===== src/design/bridge_command_regs.svh =====
// offsets, field positions, reset values and layouts of the bridge command block
`ifndef BRIDGE_COMMAND_REGS_SVH
`define BRIDGE_COMMAND_REGS_SVH
`define CMD_OFFSET        12'h004
`define STATUS_OFFSET     12'h008
`define IRQ_STATUS_OFFSET 12'h00C
`define IRQ_MASK_OFFSET   12'h010
`define CMD_RESET         16'h0000
`define CMD_WRITE_MASK    16'h0547
`define BIT_IO_EN         0
`define BIT_MEM_EN        1
`define BIT_MASTER_EN     2
`define BIT_POISON_EN     6
`define BIT_SERR_EN       8
`define BIT_IRQ_DIS       10
`define STS_POISON        0
`define STS_SERR          1
`define IRQ_WIDTH         4
`define IRQ_RESET         4'h0
`define IRQ_POISON        0
`define IRQ_SERR          1
`define IRQ_UR            2
`define IRQ_FWD_BLOCKED   3
`endif


===== src/design/bridge_command_pkg.sv =====
// types shared by the bridge command block
package bridge_command_pkg;
    typedef logic [15:0] cmd_word_t;
    typedef logic [3:0]  irq_bits_t;
    typedef enum logic [1:0]
    {
        req_mem = 2'b00,
        req_io  = 2'b01,
        req_msg = 2'b10,
        req_cpl = 2'b11
    } req_kind_t;
endpackage


===== src/design/bridge_command.sv =====
// command register of a bridge port with its decode, forwarding and error gating
// What this block does
// RULE1: io decode enable low ignores i/o window hits; high claims them
// RULE2: mem decode enable low blocks memory and prefetchable window claims
// RULE3: master enable low blocks upstream memory and i/o requests as unsupported; message and completion requests still pass
// RULE4: master enable low answers upstream non-posted requests with unsupported-request completions
// RULE5: master enable never affects completions or other request kinds
// RULE6: poison response enable gates logging of poisoned tlps in master poison flag
// RULE7: report fatal/non-fatal errors when system error enable or device-control enables set
// RULE8: forward secondary fatal/non-fatal messages only while system error enable set
// RULE9: correctable error messages always forwarded upstream
// RULE10: legacy irq disable deasserts own intx and updates resolved state
// RULE11: legacy irq disable never blocks forwarded secondary intx
// RULE12: bits 3,4,5,7,9 and 15:11 read zero and are read-only
// RULE13: poison flag set on poisoned downstream completion or forwarded upstream request when enabled
// RULE14: signaled system error flag set when sending error message with system error enable
// RULE15: 16-bit register; writes to read-only bits discarded
//
// Implementation choice: the APB interface to the registers.
`timescale 1ns/1ps
`default_nettype none
`include "bridge_command_regs.svh"
module bridge_command
(
    input  wire logic                         pclk,
    input  wire logic                         presetn,
    input  wire logic                         psel,
    input  wire logic                         penable,
    input  wire logic                         pwrite,
    input  wire logic [11:0]                  paddr,
    input  wire logic [31:0]                  pwdata,
    input  wire logic [3:0]                   pstrb,
    output logic      [31:0]                  prdata,
    output logic                              pready,
    output logic                              pslverr,
    output logic                              irq,
    input  wire logic                         io_window_hit,
    input  wire logic                         mem_window_hit,
    input  wire logic                         pref_window_hit,
    output logic                              io_claim,
    output logic                              mem_claim,
    input  wire logic                         up_req_valid,
    input  wire bridge_command_pkg::req_kind_t up_req_kind,
    input  wire logic                         up_req_non_posted,
    input  wire logic                         up_req_poisoned,
    output logic                              up_req_forward,
    output logic                              up_req_unsupported,
    output logic                              up_ur_completion,
    input  wire logic                         down_cpl_valid,
    input  wire logic                         down_cpl_poisoned,
    input  wire logic                         err_detected_nonfatal,
    input  wire logic                         err_detected_fatal,
    input  wire logic                         dev_ctl_nonfatal_en,
    input  wire logic                         dev_ctl_fatal_en,
    output logic                              err_send_nonfatal,
    output logic                              err_send_fatal,
    input  wire logic                         sec_msg_nonfatal,
    input  wire logic                         sec_msg_fatal,
    input  wire logic                         sec_msg_corr,
    output logic                              fwd_msg_nonfatal,
    output logic                              fwd_msg_fatal,
    output logic                              fwd_msg_corr,
    input  wire logic                         own_intx_pending,
    input  wire logic                         sec_intx,
    output logic                              own_intx,
    output logic                              resolved_intx,
    output logic                              io_decode_enable,
    output logic                              mem_decode_enable,
    output logic                              upstream_master_enable,
    output logic                              poison_response_enable,
    output logic                              system_error_enable,
    output logic                              legacy_irq_disable
);
    import bridge_command_pkg::*;

    cmd_word_t bridge_command;
    irq_bits_t irq_mask;
    irq_bits_t irq_flags;
    logic [1:0] status_flags;

    function automatic logic hit(input logic [11:0] a, input logic [11:0] off);
        return a[11:2] == off[11:2];
    endfunction

    wire logic wr_en;
    wire logic rd_en;
    wire logic sel_cmd;
    wire logic sel_sts;
    wire logic sel_irq;
    wire logic sel_msk;
    wire logic mapped;
    assign wr_en   = psel & penable & pwrite;
    assign rd_en   = psel & penable & ~pwrite;
    assign sel_cmd = hit(paddr, `CMD_OFFSET);
    assign sel_sts = hit(paddr, `STATUS_OFFSET);
    assign sel_irq = hit(paddr, `IRQ_STATUS_OFFSET);
    assign sel_msk = hit(paddr, `IRQ_MASK_OFFSET);
    assign mapped  = sel_cmd | sel_sts | sel_irq | sel_msk;
    assign pready  = 1'b1;
    assign pslverr = psel & penable & ~mapped;

    // byte-lane merge, read-only bits kept zero
    wire logic [15:0] lane_mask;
    wire cmd_word_t   next_bridge_command;
    assign lane_mask = {{8{pstrb[1]}}, {8{pstrb[0]}}};
    assign next_bridge_command = (bridge_command & ~(lane_mask & `CMD_WRITE_MASK))
                               | (pwdata[15:0] & lane_mask & `CMD_WRITE_MASK); // RULE12 RULE15

    always_ff @(posedge pclk or negedge presetn)
    begin
        if (!presetn)
            bridge_command <= `CMD_RESET;
        else if (wr_en && sel_cmd)
            bridge_command <= next_bridge_command;
    end

    always_ff @(posedge pclk or negedge presetn)
    begin
        if (!presetn)
            irq_mask <= `IRQ_RESET;
        else if (wr_en && sel_msk && pstrb[0])
            irq_mask <= pwdata[`IRQ_WIDTH-1:0];
    end

    assign io_decode_enable       = bridge_command[`BIT_IO_EN];
    assign mem_decode_enable      = bridge_command[`BIT_MEM_EN];
    assign upstream_master_enable = bridge_command[`BIT_MASTER_EN];
    assign poison_response_enable = bridge_command[`BIT_POISON_EN];
    assign system_error_enable    = bridge_command[`BIT_SERR_EN];
    assign legacy_irq_disable     = bridge_command[`BIT_IRQ_DIS];

    // primary-side decode
    assign io_claim  = io_window_hit & io_decode_enable; // RULE1
    assign mem_claim = (mem_window_hit | pref_window_hit) & mem_decode_enable; // RULE2

    // upstream request gating
    wire logic gated_kind;
    wire logic blocked;
    assign gated_kind         = (up_req_kind == req_mem) | (up_req_kind == req_io); // RULE5
    assign blocked            = up_req_valid & gated_kind & ~upstream_master_enable; // RULE3
    assign up_req_forward     = up_req_valid & ~blocked; // RULE5
    assign up_req_unsupported = blocked; // RULE3
    assign up_ur_completion   = blocked & up_req_non_posted; // RULE4

    // error reporting and message forwarding
    assign err_send_nonfatal = err_detected_nonfatal & (system_error_enable | dev_ctl_nonfatal_en); // RULE7
    assign err_send_fatal    = err_detected_fatal & (system_error_enable | dev_ctl_fatal_en); // RULE7
    assign fwd_msg_nonfatal  = sec_msg_nonfatal & system_error_enable; // RULE8
    assign fwd_msg_fatal     = sec_msg_fatal & system_error_enable; // RULE8
    assign fwd_msg_corr      = sec_msg_corr; // RULE9

    // legacy interrupts
    assign own_intx      = own_intx_pending & ~legacy_irq_disable; // RULE10
    assign resolved_intx = own_intx | sec_intx; // RULE11

    // status flags
    wire logic poison_event;
    wire logic serr_event;
    wire logic [1:0] status_set;
    wire logic [1:0] status_clr;
    assign poison_event = poison_response_enable
                        & ((down_cpl_valid & down_cpl_poisoned)
                        | (up_req_forward & up_req_poisoned)); // RULE6 RULE13
    assign serr_event   = system_error_enable & (err_send_nonfatal | err_send_fatal); // RULE14
    assign status_set   = {serr_event, poison_event};
    assign status_clr   = (wr_en && sel_sts && pstrb[0]) ? pwdata[1:0] : 2'b00;

    sticky_bits #(.WIDTH(2)) status_regs
    (
        .pclk       (pclk),
        .presetn    (presetn),
        .set_bits   (status_set),
        .clear_bits (status_clr),
        .flags      (status_flags)
    );

    // interrupt events
    wire irq_bits_t irq_set;
    wire irq_bits_t irq_clr;
    assign irq_set = {blocked, blocked, serr_event, poison_event};
    assign irq_clr = (wr_en && sel_irq && pstrb[0]) ? pwdata[`IRQ_WIDTH-1:0] : `IRQ_RESET;

    sticky_bits #(.WIDTH(`IRQ_WIDTH)) irq_regs
    (
        .pclk       (pclk),
        .presetn    (presetn),
        .set_bits   (irq_set),
        .clear_bits (irq_clr),
        .flags      (irq_flags)
    );
    assign irq = |(irq_flags & irq_mask);

    // read data
    wire logic [31:0] rd_mux;
    assign rd_mux = sel_cmd ? {16'h0000, bridge_command}
                  : sel_sts ? {30'h0000_0000, status_flags}
                  : sel_irq ? {28'h000_0000, irq_flags}
                  : sel_msk ? {28'h000_0000, irq_mask}
                  : 32'h0000_0000;

    always_ff @(posedge pclk or negedge presetn)
    begin
        if (!presetn)
            prdata <= 32'h0000_0000;
        else if (psel && !penable && !pwrite)
            prdata <= rd_mux;
    end
endmodule // bridge_command
`default_nettype wire


===== src/design/sticky_bits.sv =====
// sticky write-one-to-clear flags, set winning over clear
`timescale 1ns/1ps
`default_nettype none
module sticky_bits
#(
    parameter int WIDTH = 4
)
(
    input  wire logic             pclk,
    input  wire logic             presetn,
    input  wire logic [WIDTH-1:0] set_bits,
    input  wire logic [WIDTH-1:0] clear_bits,
    output var  logic [WIDTH-1:0] flags
);
    wire logic [WIDTH-1:0] next_flags;
    assign next_flags = set_bits | (flags & ~clear_bits);
    always_ff @(posedge pclk or negedge presetn)
    begin
        if (!presetn)
            flags <= '0;
        else
            flags <= next_flags;
    end
endmodule // sticky_bits
`default_nettype wire


===== config.mk =====
export PLATFORM = sky130hd
export DESIGN_NAME = bridge_command
export DESIGN_NICKNAME = d
export VERILOG_FILES = /design/src/design/bridge_command_pkg.sv /design/src/design/bridge_command.sv /design/src/design/sticky_bits.sv
export VERILOG_INCLUDE_DIRS = /design/src /design/src/design
export SDC_FILE = /design/constraint.sdc
export NUM_CORES = 1
export LEC_CHECK = 0
export BUFFER_PORTS_ARGS = -buffer_cell sky130_fd_sc_hd__buf_2
export CORE_UTILIZATION = 42
export CTS_CLUSTER_SIZE = 8
export DETAILED_ROUTE_END_ITERATION = 7
export PLACE_DENSITY = 0.92
export SYNTH_ARGS = -nofsm -noshare
export SYNTH_HDL_FRONTEND = slang
export SYNTH_HIERARCHICAL = 1
export SYNTH_SLANG_ARGS = --single-unit

===== constraint.sdc =====
create_clock -name pclk -period 2.6 [get_ports pclk]
set_input_delay 0.39 -clock pclk [delete_from_list [all_inputs] [get_ports pclk]]
set_output_delay 0.39 -clock pclk [all_outputs]
set_load 0.005 [all_outputs]

Yosys cells after proc, flatten, opt, wreduce, memory -nomap -nowiden
Index checks and enable logic that the tools add are counted.
- bits in read-only memories: 0
- bits in latches: 0
- flip-flop bits (word level): 58
- memory bits (writable): 0
- memories: 0
- add/sub/neg operators: 0
- $lt $le $gt $ge: 0
- multiplexer cells: 6
- div/mod/pow operators: 0
- reduce and logical (&&, ||, !) cells: 13
- bitwise operators: 43
- shifts and indexed selects: 0
- equal/unequal tests: 5
- multiply operators: 0
- operators by type and width (operator ; count):
    10-bit by 2-bit == test with 1-bit output, second input constant ; 2
    1-bit AND ; 18
    16-bit AND ; 1
    16-bit two-way mux ; 1
    4-bit two-way mux ; 4
    11-bit NOT with 16-bit output ; 1
    16-bit by 11-bit bitwise OR with 16-bit output ; 1
    11-bit AND ; 1
    10-bit by 1-bit == test with 1-bit output, second input constant ; 1
    10-bit by 3-bit == test with 1-bit output, second input constant ; 1
    1-bit bitwise OR ; 10
    1-bit logical AND ; 9
    4-bit AND ; 2
    1-bit NOT ; 4
    4-bit NOT ; 1
    4-bit bitwise OR ; 1
    4-bit OR reduction ; 1
    2-bit AND ; 1
    2-bit by 1-bit == test with 1-bit output, second input constant ; 1
    1-bit logical NOT ; 2
    2-bit logical NOT ; 1
    2-bit two-way mux ; 1
    2-bit NOT ; 1
    2-bit bitwise OR ; 1

Logic depth before layout (Yosys ltp)
Gate-level depths: netlist of run 1.
- depth in word-level cells: 10
- gate-level depth with buffers: 6

Cells and area by module
The synthesis of run 1 kept the hierarchy.
- by module, submodules not included (module ; cells each ; sequential area each (um^2) ; instances ; area each (um^2)):
    bridge_command ; 132 ; 425.4 ; 1 ; 1286.2
    sticky_bits (irq_regs) ; 12 ; 100.1 ; 1 ; 145.1
    sticky_bits (status_regs) ; 6 ; 50.0 ; 1 ; 72.6

Worst setup path before layout of run 1
No wires, ideal clock.
- kind: input to register
- start point: input paddr[9]
- end point: register irq_mask[0]
- data required time: 2475 ps
- cell stages on the path: 5
- path slack: 954 ps
- library setup time: 125 ps
- data arrival time: 1521 ps
- cell sequence: nor4_2 and2_1 buf_6 and4_4 mux2_4
- word-level cells in the longest chain between the ends: 3
- ends and longest elaborated chain (what ; RTL line ; text):
    start: declaration ; bridge_command.sv:30 ; input wire logic [11:0] paddr,
    10-bit by 3-bit == test with 1-bit output ; bridge_command.sv:82 ; return a[11:2] == off[11:2];
    1-bit logical AND (2 in a row) ; bridge_command.sv:121 ; else if (wr_en && sel_msk && pstrb[0])
    end signal: assignment ; bridge_command.sv:120 ; irq_mask <= `IRQ_RESET;
    end signal: assignment ; bridge_command.sv:122 ; irq_mask <= pwdata[`IRQ_WIDTH-1:0];
    end: declaration ; bridge_command.sv:77 ; irq_bits_t irq_mask;
Every way passes these cells.
A chain may end at the register's enable or synchronous reset.

Final worst setup path of run 1
- start point: input paddr[9]
- end point: output pslverr
- word-level cells in the longest chain between the ends: 6
- elaborated cells on any way between the ends: 9
- classes of those cells: eq/ne (4); bitwise (5)
- ends and longest elaborated chain (what ; RTL line ; text):
    10-bit by 1-bit == test with 1-bit output / 10-bit by 2-bit == test with 1-bit output (equally long branches) ; bridge_command.sv:82 ;
    1-bit bitwise OR (2 in a row) ; bridge_command.sv:98 ; assign mapped = sel_cmd | sel_sts | sel_irq | sel_msk;
    1-bit bitwise OR (*) ; bridge_command.sv:98 ;
    1-bit NOT (*) ; bridge_command.sv:100 ; assign pslverr = psel & penable & ~mapped;
    1-bit AND (*) ; bridge_command.sv:100 ;
    end: declaration ; bridge_command.sv:35 ; output logic pslverr,
Every way passes the cells marked *; elsewhere a longest branch is shown, timed or not.

==> results.toml, run 1 <==
[worst_setup_path]
crit_required_ns = 2.21
cp-start-kind = "primary input"
critical_path_class = "primary input to output pin"
crit_fanout = 9
crit_arrival_ns = 1.70
worstSetupEndpointType = "output pin"

[grt]
grt_max_degree = 24
grt_pass1_vias = 1084
grt_pass1_wl_um = 4640
antenna_found_initial = 0
overflow = 0
track_usage_pct = 16.5

[flow_run]
cap_viol_max_count = 0

[timing]
maxSlewHeadroom_pct = 66.0
period_needed_ns = 2.09
tns_ns = 0
finalSetupViolCount = 0
fin_worst_skew_ns = 0.00192
rsz0062_at_grt = "no"
finalHoldViolCount = 0
post-route-period-util_pct = 80.2
hold-worst-slack_ns = 0.0248
worst_pin_slew_ns = 0.509
worst_slack_ns = 0.514
slew_violations = 0
fmax_ghz = 0.479

[synth]
synth_area_leader_cell = "dfrtp_1"
synth-simple-area-share_pct = 20.3
synth-edff-count = 0
ys_warn_count = 6
synthCells = 150
synth_top_family_by_area = "simple AND/OR/NAND/NOR gates"
synth_compound_area_share_pct = 13.1
synthXorXnorAreaFrac_pct = 0
synthTopCellsByArea = "dfrtp_1 (38%), buf_4 (13%), mux2_4 (8.0%)"
synth_mux_area_share_pct = 10.2
synth_area_mm2 = 0.00150
seq_area_frac_synth_pct = 38.3
synth.avg_cell_area_um2 = 10.0
synth_top_area_share_pct = 38.3
synth_ff_type = "dfrtp_1"
synth_cell_types = 39
synth_adder_area_share_pct = 0
ys_ff_latch = 23
ys_async_sr_fraction_pct = 100

[clock_network]
cts_tree = "built"
clockBufferDepth = 2
post-cts-setup-buffers = 0
holdBufCountCts = 0
numCtsBuffers = 3
cts_num_sinks = 23
clk_pin_slew_ns = 0.13
clk-insertion-delay-late_ns = 0.31
htreeDepth = 1
cts_root_buffer = "clkbuf_4"
cts_resized = 0

[finish]
drive_gt1_share_pct = 41.3
area_growth_pct = 18.5
ff_latch_area_um2 = 576
finalNetCount = 286
mostFrequentLayoutCells = "buf_2 (66), conb_1 (26), dfrtp_1 (23)"
final_common_cell = "buf_2"
n_antenna_cell = 0
fillers = 316
stdcell_area_mm2 = 0.00178
multi_input_area_um2 = 753

[placed_design]
dp_hpwl_um = 2520
post-place-ws_ns = 0.545
placedInstanceArea_mm2 = 0.00175
place_congestion = 0.832
portBuffers = 66

[min_path]
hp-class = "primary input to asynchronous set/reset pin"

[route]
wl_per_cell_um = 11.7
vias = 1243
drcViolationCount = 0
drt-vias-per-instance = 4.80
ant_nets = 0
firstDrtPassIters = 4
drt_iter0_markers = 31
wl_um = 3030

[floorplanning]
rows = 21
num_io_pins = 125
core-area_mm2 = 0.00339
die_w_um = 61.8
dieArea_mm2 = 0.00382
die_h_um = 61.8
start_util_pct = 44.4

[pwr]
power.leakage_nw = 0.974
power_density_mw_per_mm2 = 358
swShare_pct = 26.6
power_frac_comb_pct = 15.8
ir_drop_uv = 157
power_switching_mw = 0.170
power.internal_mw = 0.469
power_frac_seq_pct = 57.8
clkPwrFrac_pct = 26.4

[outcome]
status = "finished, final reports clean"
[area by class of cell]
type | instances | share of cell area, %
clock buffers | 3 | 1.26
clock inverters | 1 | 0.281
inverters | 10 | 2.11
multi-input cells | 110 | 42.3
flip-flops and latches | 23 | 32.3
well taps | 46 | 3.23
repair buffers | 66 | 18.5
[final timing paths]
check	start	endpoint	slack (ns)	cells after the start
setup / recovery	paddr[9]	pslverr	0.51	6
hold / removal	presetn	irq_regs/flags[3]$_DFF_PN0_	0.02	1
setup reg to reg	flop	irq_regs/flags[0]$_DFF_PN0_	1.07	5
hold reg to reg	prdata[3]$_DFFE_PN0P_	prdata[3]$_DFFE_PN0P_	0.49	2
max in group asynchronous	presetn	prdata[0]$_DFFE_PN0P_	2.24	1
min in group pclk	pwdata[8]	flop	0.28	2
[critical path, cell delays in order]
cell and delay (ns):
buf_2 0.10, nor4_2 0.37, and2_1 0.34, o21ai_0 0.17, and3_1 0.20, buf_2 0.12
[per-stage QoR]
step,instances,utilization [%],power (mW)
after floorplan,174,-,0.449
after detailed placement,255,51.8,0.477
after global placement,255,51.8,0.474
after CTS,259,52.6,0.641
final,259,52.6,0.639
after global routing,259,52.6,0.675
[power groups by stage]
stage / clock [mW] / sequential (mW) / combinational (mW)
after global placement: 0 / 0.376 / 0.0977
after detailed placement: 0 / 0.376 / 0.101
after floorplan: 0 / 0.376 / 0.0725
after global routing: 0.187 / 0.370 / 0.118
after CTS: 0.170 / 0.369 / 0.101
final: 0.168 / 0.369 / 0.101
[kinds of logic (layout without fill, tap and decap cells)]
group / count (synthesis) / in the layout
and+or+nand+nor: 45 / 45
DFF: 23 / 23
AOI/OAI and AO/OA: 28 / 28
muxes: 11 / 11
other: 2 / 26
buffers and inverters: 41 / 80
[per-layer routing]
metal  GRT usage (%)  part of all wire, %  up-vias
met2            30.3                   51       59
met1            19.7                   40      584
met3            1.86                  6.7        6
met4            6.35                  1.5        0
li1                -                    -      594
met5               0                    0        -
[synthesized netlist by cell type, types with 2 or more instances]
library cell,instances
buf_2,2
nor2b_1,4
mux2_1,2
a22oi_1,3
a31oi_1,4
mux2_4,8
a22o_1,3
nand4_1,2
and3_1,2
and2_1,11
inv_1,10
and4_4,2
nor3b_1,2
dfrtp_1,23
nand3_1,2
nand2_1,4
a21o_1,6
o21ai_0,3
o21a_1,3
nor2_1,6
a21oi_1,3
conb_1,2
buf_4,27
Note: power is estimated with default switching activity, not from simulation.
==> inputs of run 2 (changes only) <==
--- a/config.mk
+++ b/config.mk
@@ -7,10 +7,10 @@
 export NUM_CORES = 1
 export LEC_CHECK = 0
 export BUFFER_PORTS_ARGS = -buffer_cell sky130_fd_sc_hd__buf_2
-export CORE_UTILIZATION = 42
+export CORE_UTILIZATION = 35
 export CTS_CLUSTER_SIZE = 8
 export DETAILED_ROUTE_END_ITERATION = 7
-export PLACE_DENSITY = 0.92
+export PLACE_DENSITY = 0.83
 export SYNTH_ARGS = -nofsm -noshare
 export SYNTH_HDL_FRONTEND = slang
 export SYNTH_HIERARCHICAL = 1
==> constraint.sdc (replaced) <==
create_clock -name pclk -period 1.75 [get_ports pclk]
set_input_delay 0.2625 -clock pclk [delete_from_list [all_inputs] [get_ports pclk]]
set_output_delay 0.2625 -clock pclk [all_outputs]
set_load 0.005 [all_outputs]
==> run 2 against run 1 <==
Clock-buffer cell count up 1. Clock skew grew 0.0025 ns. Hold slack better by 0.18 ns. Power is 62% higher. Cell count increased by 3.1%. Flip-flop and latch count unchanged. Core utilization decreased by 7.3 points. Global-route usage is 3.0 points lower. Combinational power rose by 51%. Critical path depth unchanged. Clock power is 98% higher. Design area is 3.2% higher. Critical endpoint unchanged. Largest cell class unchanged. Highest routed layer unchanged.
==> results.toml, run 2 (same netlist as run 1, synthesis figures left out) <==
[timing]
fin_worst_skew_ns = 0.00440
period_needed_ns = 1.65
worst_slack_ns = 0.0967
finalSetupViolCount = 0
post-route-period-util_pct = 94.5
worst_pin_slew_ns = 0.505
maxSlewHeadroom_pct = 66.3
tns_ns = 0
hold-worst-slack_ns = 0.206
slew_violations = 0
finalHoldViolCount = 0
rsz0062_at_grt = "no"
fmax_ghz = 0.605

[route]
drcViolationCount = 0
ant_nets = 0
wl_per_cell_um = 11.5
drt_iter0_markers = 47
firstDrtPassIters = 4
vias = 1190
wl_um = 3080
drt-vias-per-instance = 4.46

[grt]
antenna_found_initial = 0
grt_pass1_vias = 995
grt_max_degree = 24
overflow = 0
track_usage_pct = 13.5
grt_pass1_wl_um = 4600

[worst_setup_path]
crit_required_ns = 1.49
worst_path_most_repeated_cell = "buf_2"
crit_path_cell_trace = "buf_2 > nor4_2 > and2_2 > o21ai_0 > and3_1 > buf_2"
worstSetupEndpointType = "output pin"
cp-start-kind = "primary input"
crit_fanout = 6
path_buf_inv = 2
cpPeakStageDelay_ns = 0.34
crit_arrival_ns = 1.39
critical_path_class = "primary input to output pin"
slowest_stage = "nor4_2"
crit_family = "simple AND/OR/NAND/NOR gates"

[finish]
n_antenna_cell = 0
fillers = 406
area_growth_pct = 22.2
drive_gt1_share_pct = 41.9
finalNetCount = 290
mostFrequentLayoutCells = "buf_2 (66), conb_1 (26), dfrtp_1 (23)"
final_common_cell = "buf_2"
stdcell_area_mm2 = 0.00184

[pwr]
power.leakage_nw = 1.00
power_density_mw_per_mm2 = 562
ir_drop_uv = 322
p_total_mw = 1.03

[clock_network]
cts_root_buffer = "clkbuf_8"
clockBufferDepth = 2
clk-insertion-delay-late_ns = 0.26
numCtsBuffers = 3
cts_tree = "built"
htreeDepth = 1
clk_pin_slew_ns = 0.08
cts_num_sinks = 23

[placed_design]
portBuffers = 66
place_congestion = 0.805
post-place-ws_ns = -0.0113
placedInstanceArea_mm2 = 0.00178
dp_hpwl_um = 2530

[floorplanning]
rows = 23
core-area_mm2 = 0.00406
die_w_um = 67.6
dieArea_mm2 = 0.00456
die_h_um = 67.6
start_util_pct = 37.1
num_io_pins = 125

[min_path]
hp-class = "primary input to flop"

[outcome]
status = "finished, final reports clean"

[flow_run]
cap_viol_max_count = 0
## run 2: cell count changes in the layout (fill, tap and decap cells not counted)
| cell | before | now |
|---|---|---|
| dlygate4sd3_1 | 0 | 1 |
| and2_1 | 11 | 10 |
| buf_4 | 0 | 3 |
| clkbuf_1 | 0 | 1 |
| clkbuf_4 | 3 | 0 |
| clkinv_2 | 1 | 0 |
| clkbuf_8 | 0 | 3 |
| and2_2 | 0 | 1 |
## run 2: layout make-up
cell class | count | area, um^2 | share of cell area (%)
inverters | 10 | 37.5 | 2.04
clock buffers | 4 | 45.0 | 2.45
multi-input cells | 110 | 754 | 41.0
repair buffers | 70 | 363 | 19.7
flip-flops and latches | 23 | 576 | 31.3
well taps | 50 | 62.6 | 3.40
## run 2: where the power goes
group | switching [mW] | internal (mW)
sequential | 0.00600 | 0.542
clock | 0.170 | 0.163
combinational | 0.0805 | 0.0726
total | 0.256 | 0.777
## run 2: worst reg2reg max path, cell delays in order (launching register included)
cell	delay [ns]
dfrtp_1	0.43
nor3b_1	0.30
nor2b_1	0.10
a22oi_1	0.17
nor2b_1	0.08
a21o_1	0.15
## run 2: what timing repair did
item	in CTS	in global routing
hold endpoints to repair	23	0
setup endpoints to repair	0	1
buffers inserted	0	0
resized for setup	0	1
hold buffers	1	0
## run 2: path summary, 6_finish.rpt
kind,startpoint,end,slack [ns],depth (start not counted)
setup / recovery,paddr[9],pslverr,0.1,6
hold / removal,pwdata[8],flop,0.21,2
setup reg to reg,flop,irq_regs/flags[0]$_DFF_PN0_,0.42,5
hold reg to reg,prdata[2]$_DFFE_PN0P_,prdata[2]$_DFFE_PN0P_,0.49,2
max in group asynchronous,presetn,prdata[8]$_DFFE_PN0P_,0.91,2
min in group asynchronous,presetn,irq_mask[2]$_DFFE_PN0P_,0.49,2
## run 2: per-stage QoR
stage / cells / util [%]
global placement: 262 / 43.9
detailed placement: 262 / 43.9
floorplan: 174 / -
CTS: 267 / 45.3
finish: 267 / 45.3
global route: 267 / 45.3
## run 2: per-layer routing
metal	track usage, %	wire [um]	up-vias	share of wire (%)
li1	-	-	601	-
met1	18.5	1370	533	45
met2	21.7	1460	54	48
met3	2.70	219	2	7.1
met4	3.19	19	0	0.62
met5	0	0	-	0
==> inputs of run 3 (changes only) <==
--- a/config.mk
+++ b/config.mk
@@ -10,6 +10,7 @@
 export CORE_UTILIZATION = 35
 export CTS_CLUSTER_SIZE = 8
 export DETAILED_ROUTE_END_ITERATION = 7
+export GPL_TIMING_DRIVEN = 0
 export PLACE_DENSITY = 0.83
 export SYNTH_ARGS = -nofsm -noshare
 export SYNTH_HDL_FRONTEND = slang
==> run 3 against run 2 <==
Die area is the same. Fmax shrank 1.3%. Power grew 4.3%. First-iteration DRC count grew 55%. Sequential power is essentially flat. Critical endpoint unchanged.
==> results.toml, run 3 (same netlist as run 1, synthesis figures left out) <==
[timing]
worst_pin_slew_ns = 0.500
period_needed_ns = 1.68
fmax_ghz = 0.597
fin_worst_skew_ns = 0.00240
post-route-period-util_pct = 95.8
worst_slack_ns = 0.0744
finalSetupViolCount = 0
finalHoldViolCount = 0
maxSlewHeadroom_pct = 66.7
slew_violations = 0

[finish]
finalNetCount = 319
multi_input_area_um2 = 774
final_common_cell = "buf_2"
n_antenna_cell = 0
mostFrequentLayoutCells = "buf_2 (69), buf_4 (27), conb_1 (26)"
area_growth_pct = 37.6
drive_gt1_share_pct = 49.6
fillers = 385
stdcell_area_mm2 = 0.00207
ff_latch_area_um2 = 576

[floorplanning]
die_h_um = 67.6
num_io_pins = 125
start_util_pct = 37.1
dieArea_mm2 = 0.00456
die_w_um = 67.6
core-area_mm2 = 0.00406
rows = 23

[clock_network]
clockBufferDepth = 2
clk-insertion-delay-late_ns = 0.26
htreeDepth = 1
numCtsBuffers = 3
cts_tree = "built"
cts_root_buffer = "clkbuf_8"
cts_num_sinks = 23
clk_pin_slew_ns = 0.08
post-cts-setup-buffers = 0

[worst_setup_path]
slowest_stage = "nor4_4"
crit_required_ns = 1.49
crit_path_cell_trace = "buf_2 > nor4_4 > and2_4 > buf_6 > o21ai_0 > and3_1 > buf_2"
crit_arrival_ns = 1.41
cpPeakStageDelay_ns = 0.31
crit_family = "simple AND/OR/NAND/NOR gates"
path_buf_inv = 3
crit_fanout = 9
worst_path_most_repeated_cell = "buf_2"
critical_path_class = "primary input to output pin"
cp-start-kind = "primary input"
worstSetupEndpointType = "output pin"

[grt]
met2_usage_pct = 22.4
overflow = 0
grt_pass1_wl_um = 4670
met1_usage_pct = 18.6
use_met3_pct = 3.21
top_usage_layer = "met2"
antenna_found_initial = 0
grt_max_degree = 24
track_usage_pct = 13.9
grt_pass1_vias = 1037

[placed_design]
dp_hpwl_um = 2570
placedInstanceArea_mm2 = 0.00199
portBuffers = 67
post-place-ws_ns = -0.0335
place_congestion = 0.814

[pwr]
power.leakage_nw = 1.16
ir_drop_uv = 288
power_density_mw_per_mm2 = 521

[route]
drt-vias-per-instance = 4.33
wl_um = 3130
drcViolationCount = 0
ant_nets = 0
firstDrtPassIters = 4
vias = 1283
drt_iter0_markers = 73
wl_per_cell_um = 10.6

[flow_run]
cap_viol_max_count = 0

[outcome]
status = "finished, final reports clean"

[min_path]
hp-class = "primary input to flop"
run 3: where the power goes:
group	switching, mW	internal [mW]
Clock	0.168	0.159
Combinational	0.0908	0.112
Sequential	0.00619	0.542
Total	0.265	0.813
run 3: through the flow:
stage	setup TNS [ns]	power, mW	util (%)	hold WS (ns)	instances
global route	-0.00434	1.14	51.0	0.197	296
global placement	-0.00542	0.752	49.1	0.264	291
finish	0	1.08	51.0	0.203	296
detailed placement	-0.0748	0.755	49.1	0.261	291
CTS	0	1.08	50.6	0.202	296
floorplan	0	0.667	-	-0.0331	174
run 3: layout make-up:
class / count / area share (%)
buffer: 31 / 11.0
clock buffer: 3 / 2.00
clock inverter: 1 / 0.242
inverter: 10 / 1.81
multi-input combinational: 110 / 37.4
sequential: 23 / 27.8
tap: 50 / 3.02
timing repair buffer: 68 / 16.7
run 3: worst paths after layout:
check,from,slack [ns],cells past startpoint,endpoint
worst max register to register,flop,0.38,5,irq_regs/flags[0]$_DFF_PN0_
max in group asynchronous,presetn,0.92,2,prdata[3]$_DFFE_PN0P_
worst max-delay path,paddr[9],0.07,7,pslverr
worst min-delay path,pwdata[8],0.20,2,flop
worst min register to register,prdata[3]$_DFFE_PN0P_,0.49,2,prdata[3]$_DFFE_PN0P_
min in group asynchronous,presetn,0.49,2,irq_mask[2]$_DFFE_PN0P_
run 3: routing by layer:
| layer | vias up | part of all wire [%] |
|---|---|---|
| li1 | 664 | - |
| met1 | 563 | 44 |
| met2 | 54 | 47 |
| met3 | 2 | 8.9 |
| met4 | 0 | 0.61 |
| met5 | - | 0 |
run 3: what timing repair did:
| item | 4_1_cts | 5_1_grt |
|---|---|---|
| endpoints found under the hold margin | 23 | 0 |
| setup endpoints to repair | 2 | 1 |
| gates resized for setup | 1 | 3 |
| hold buffers | 1 | 0 |
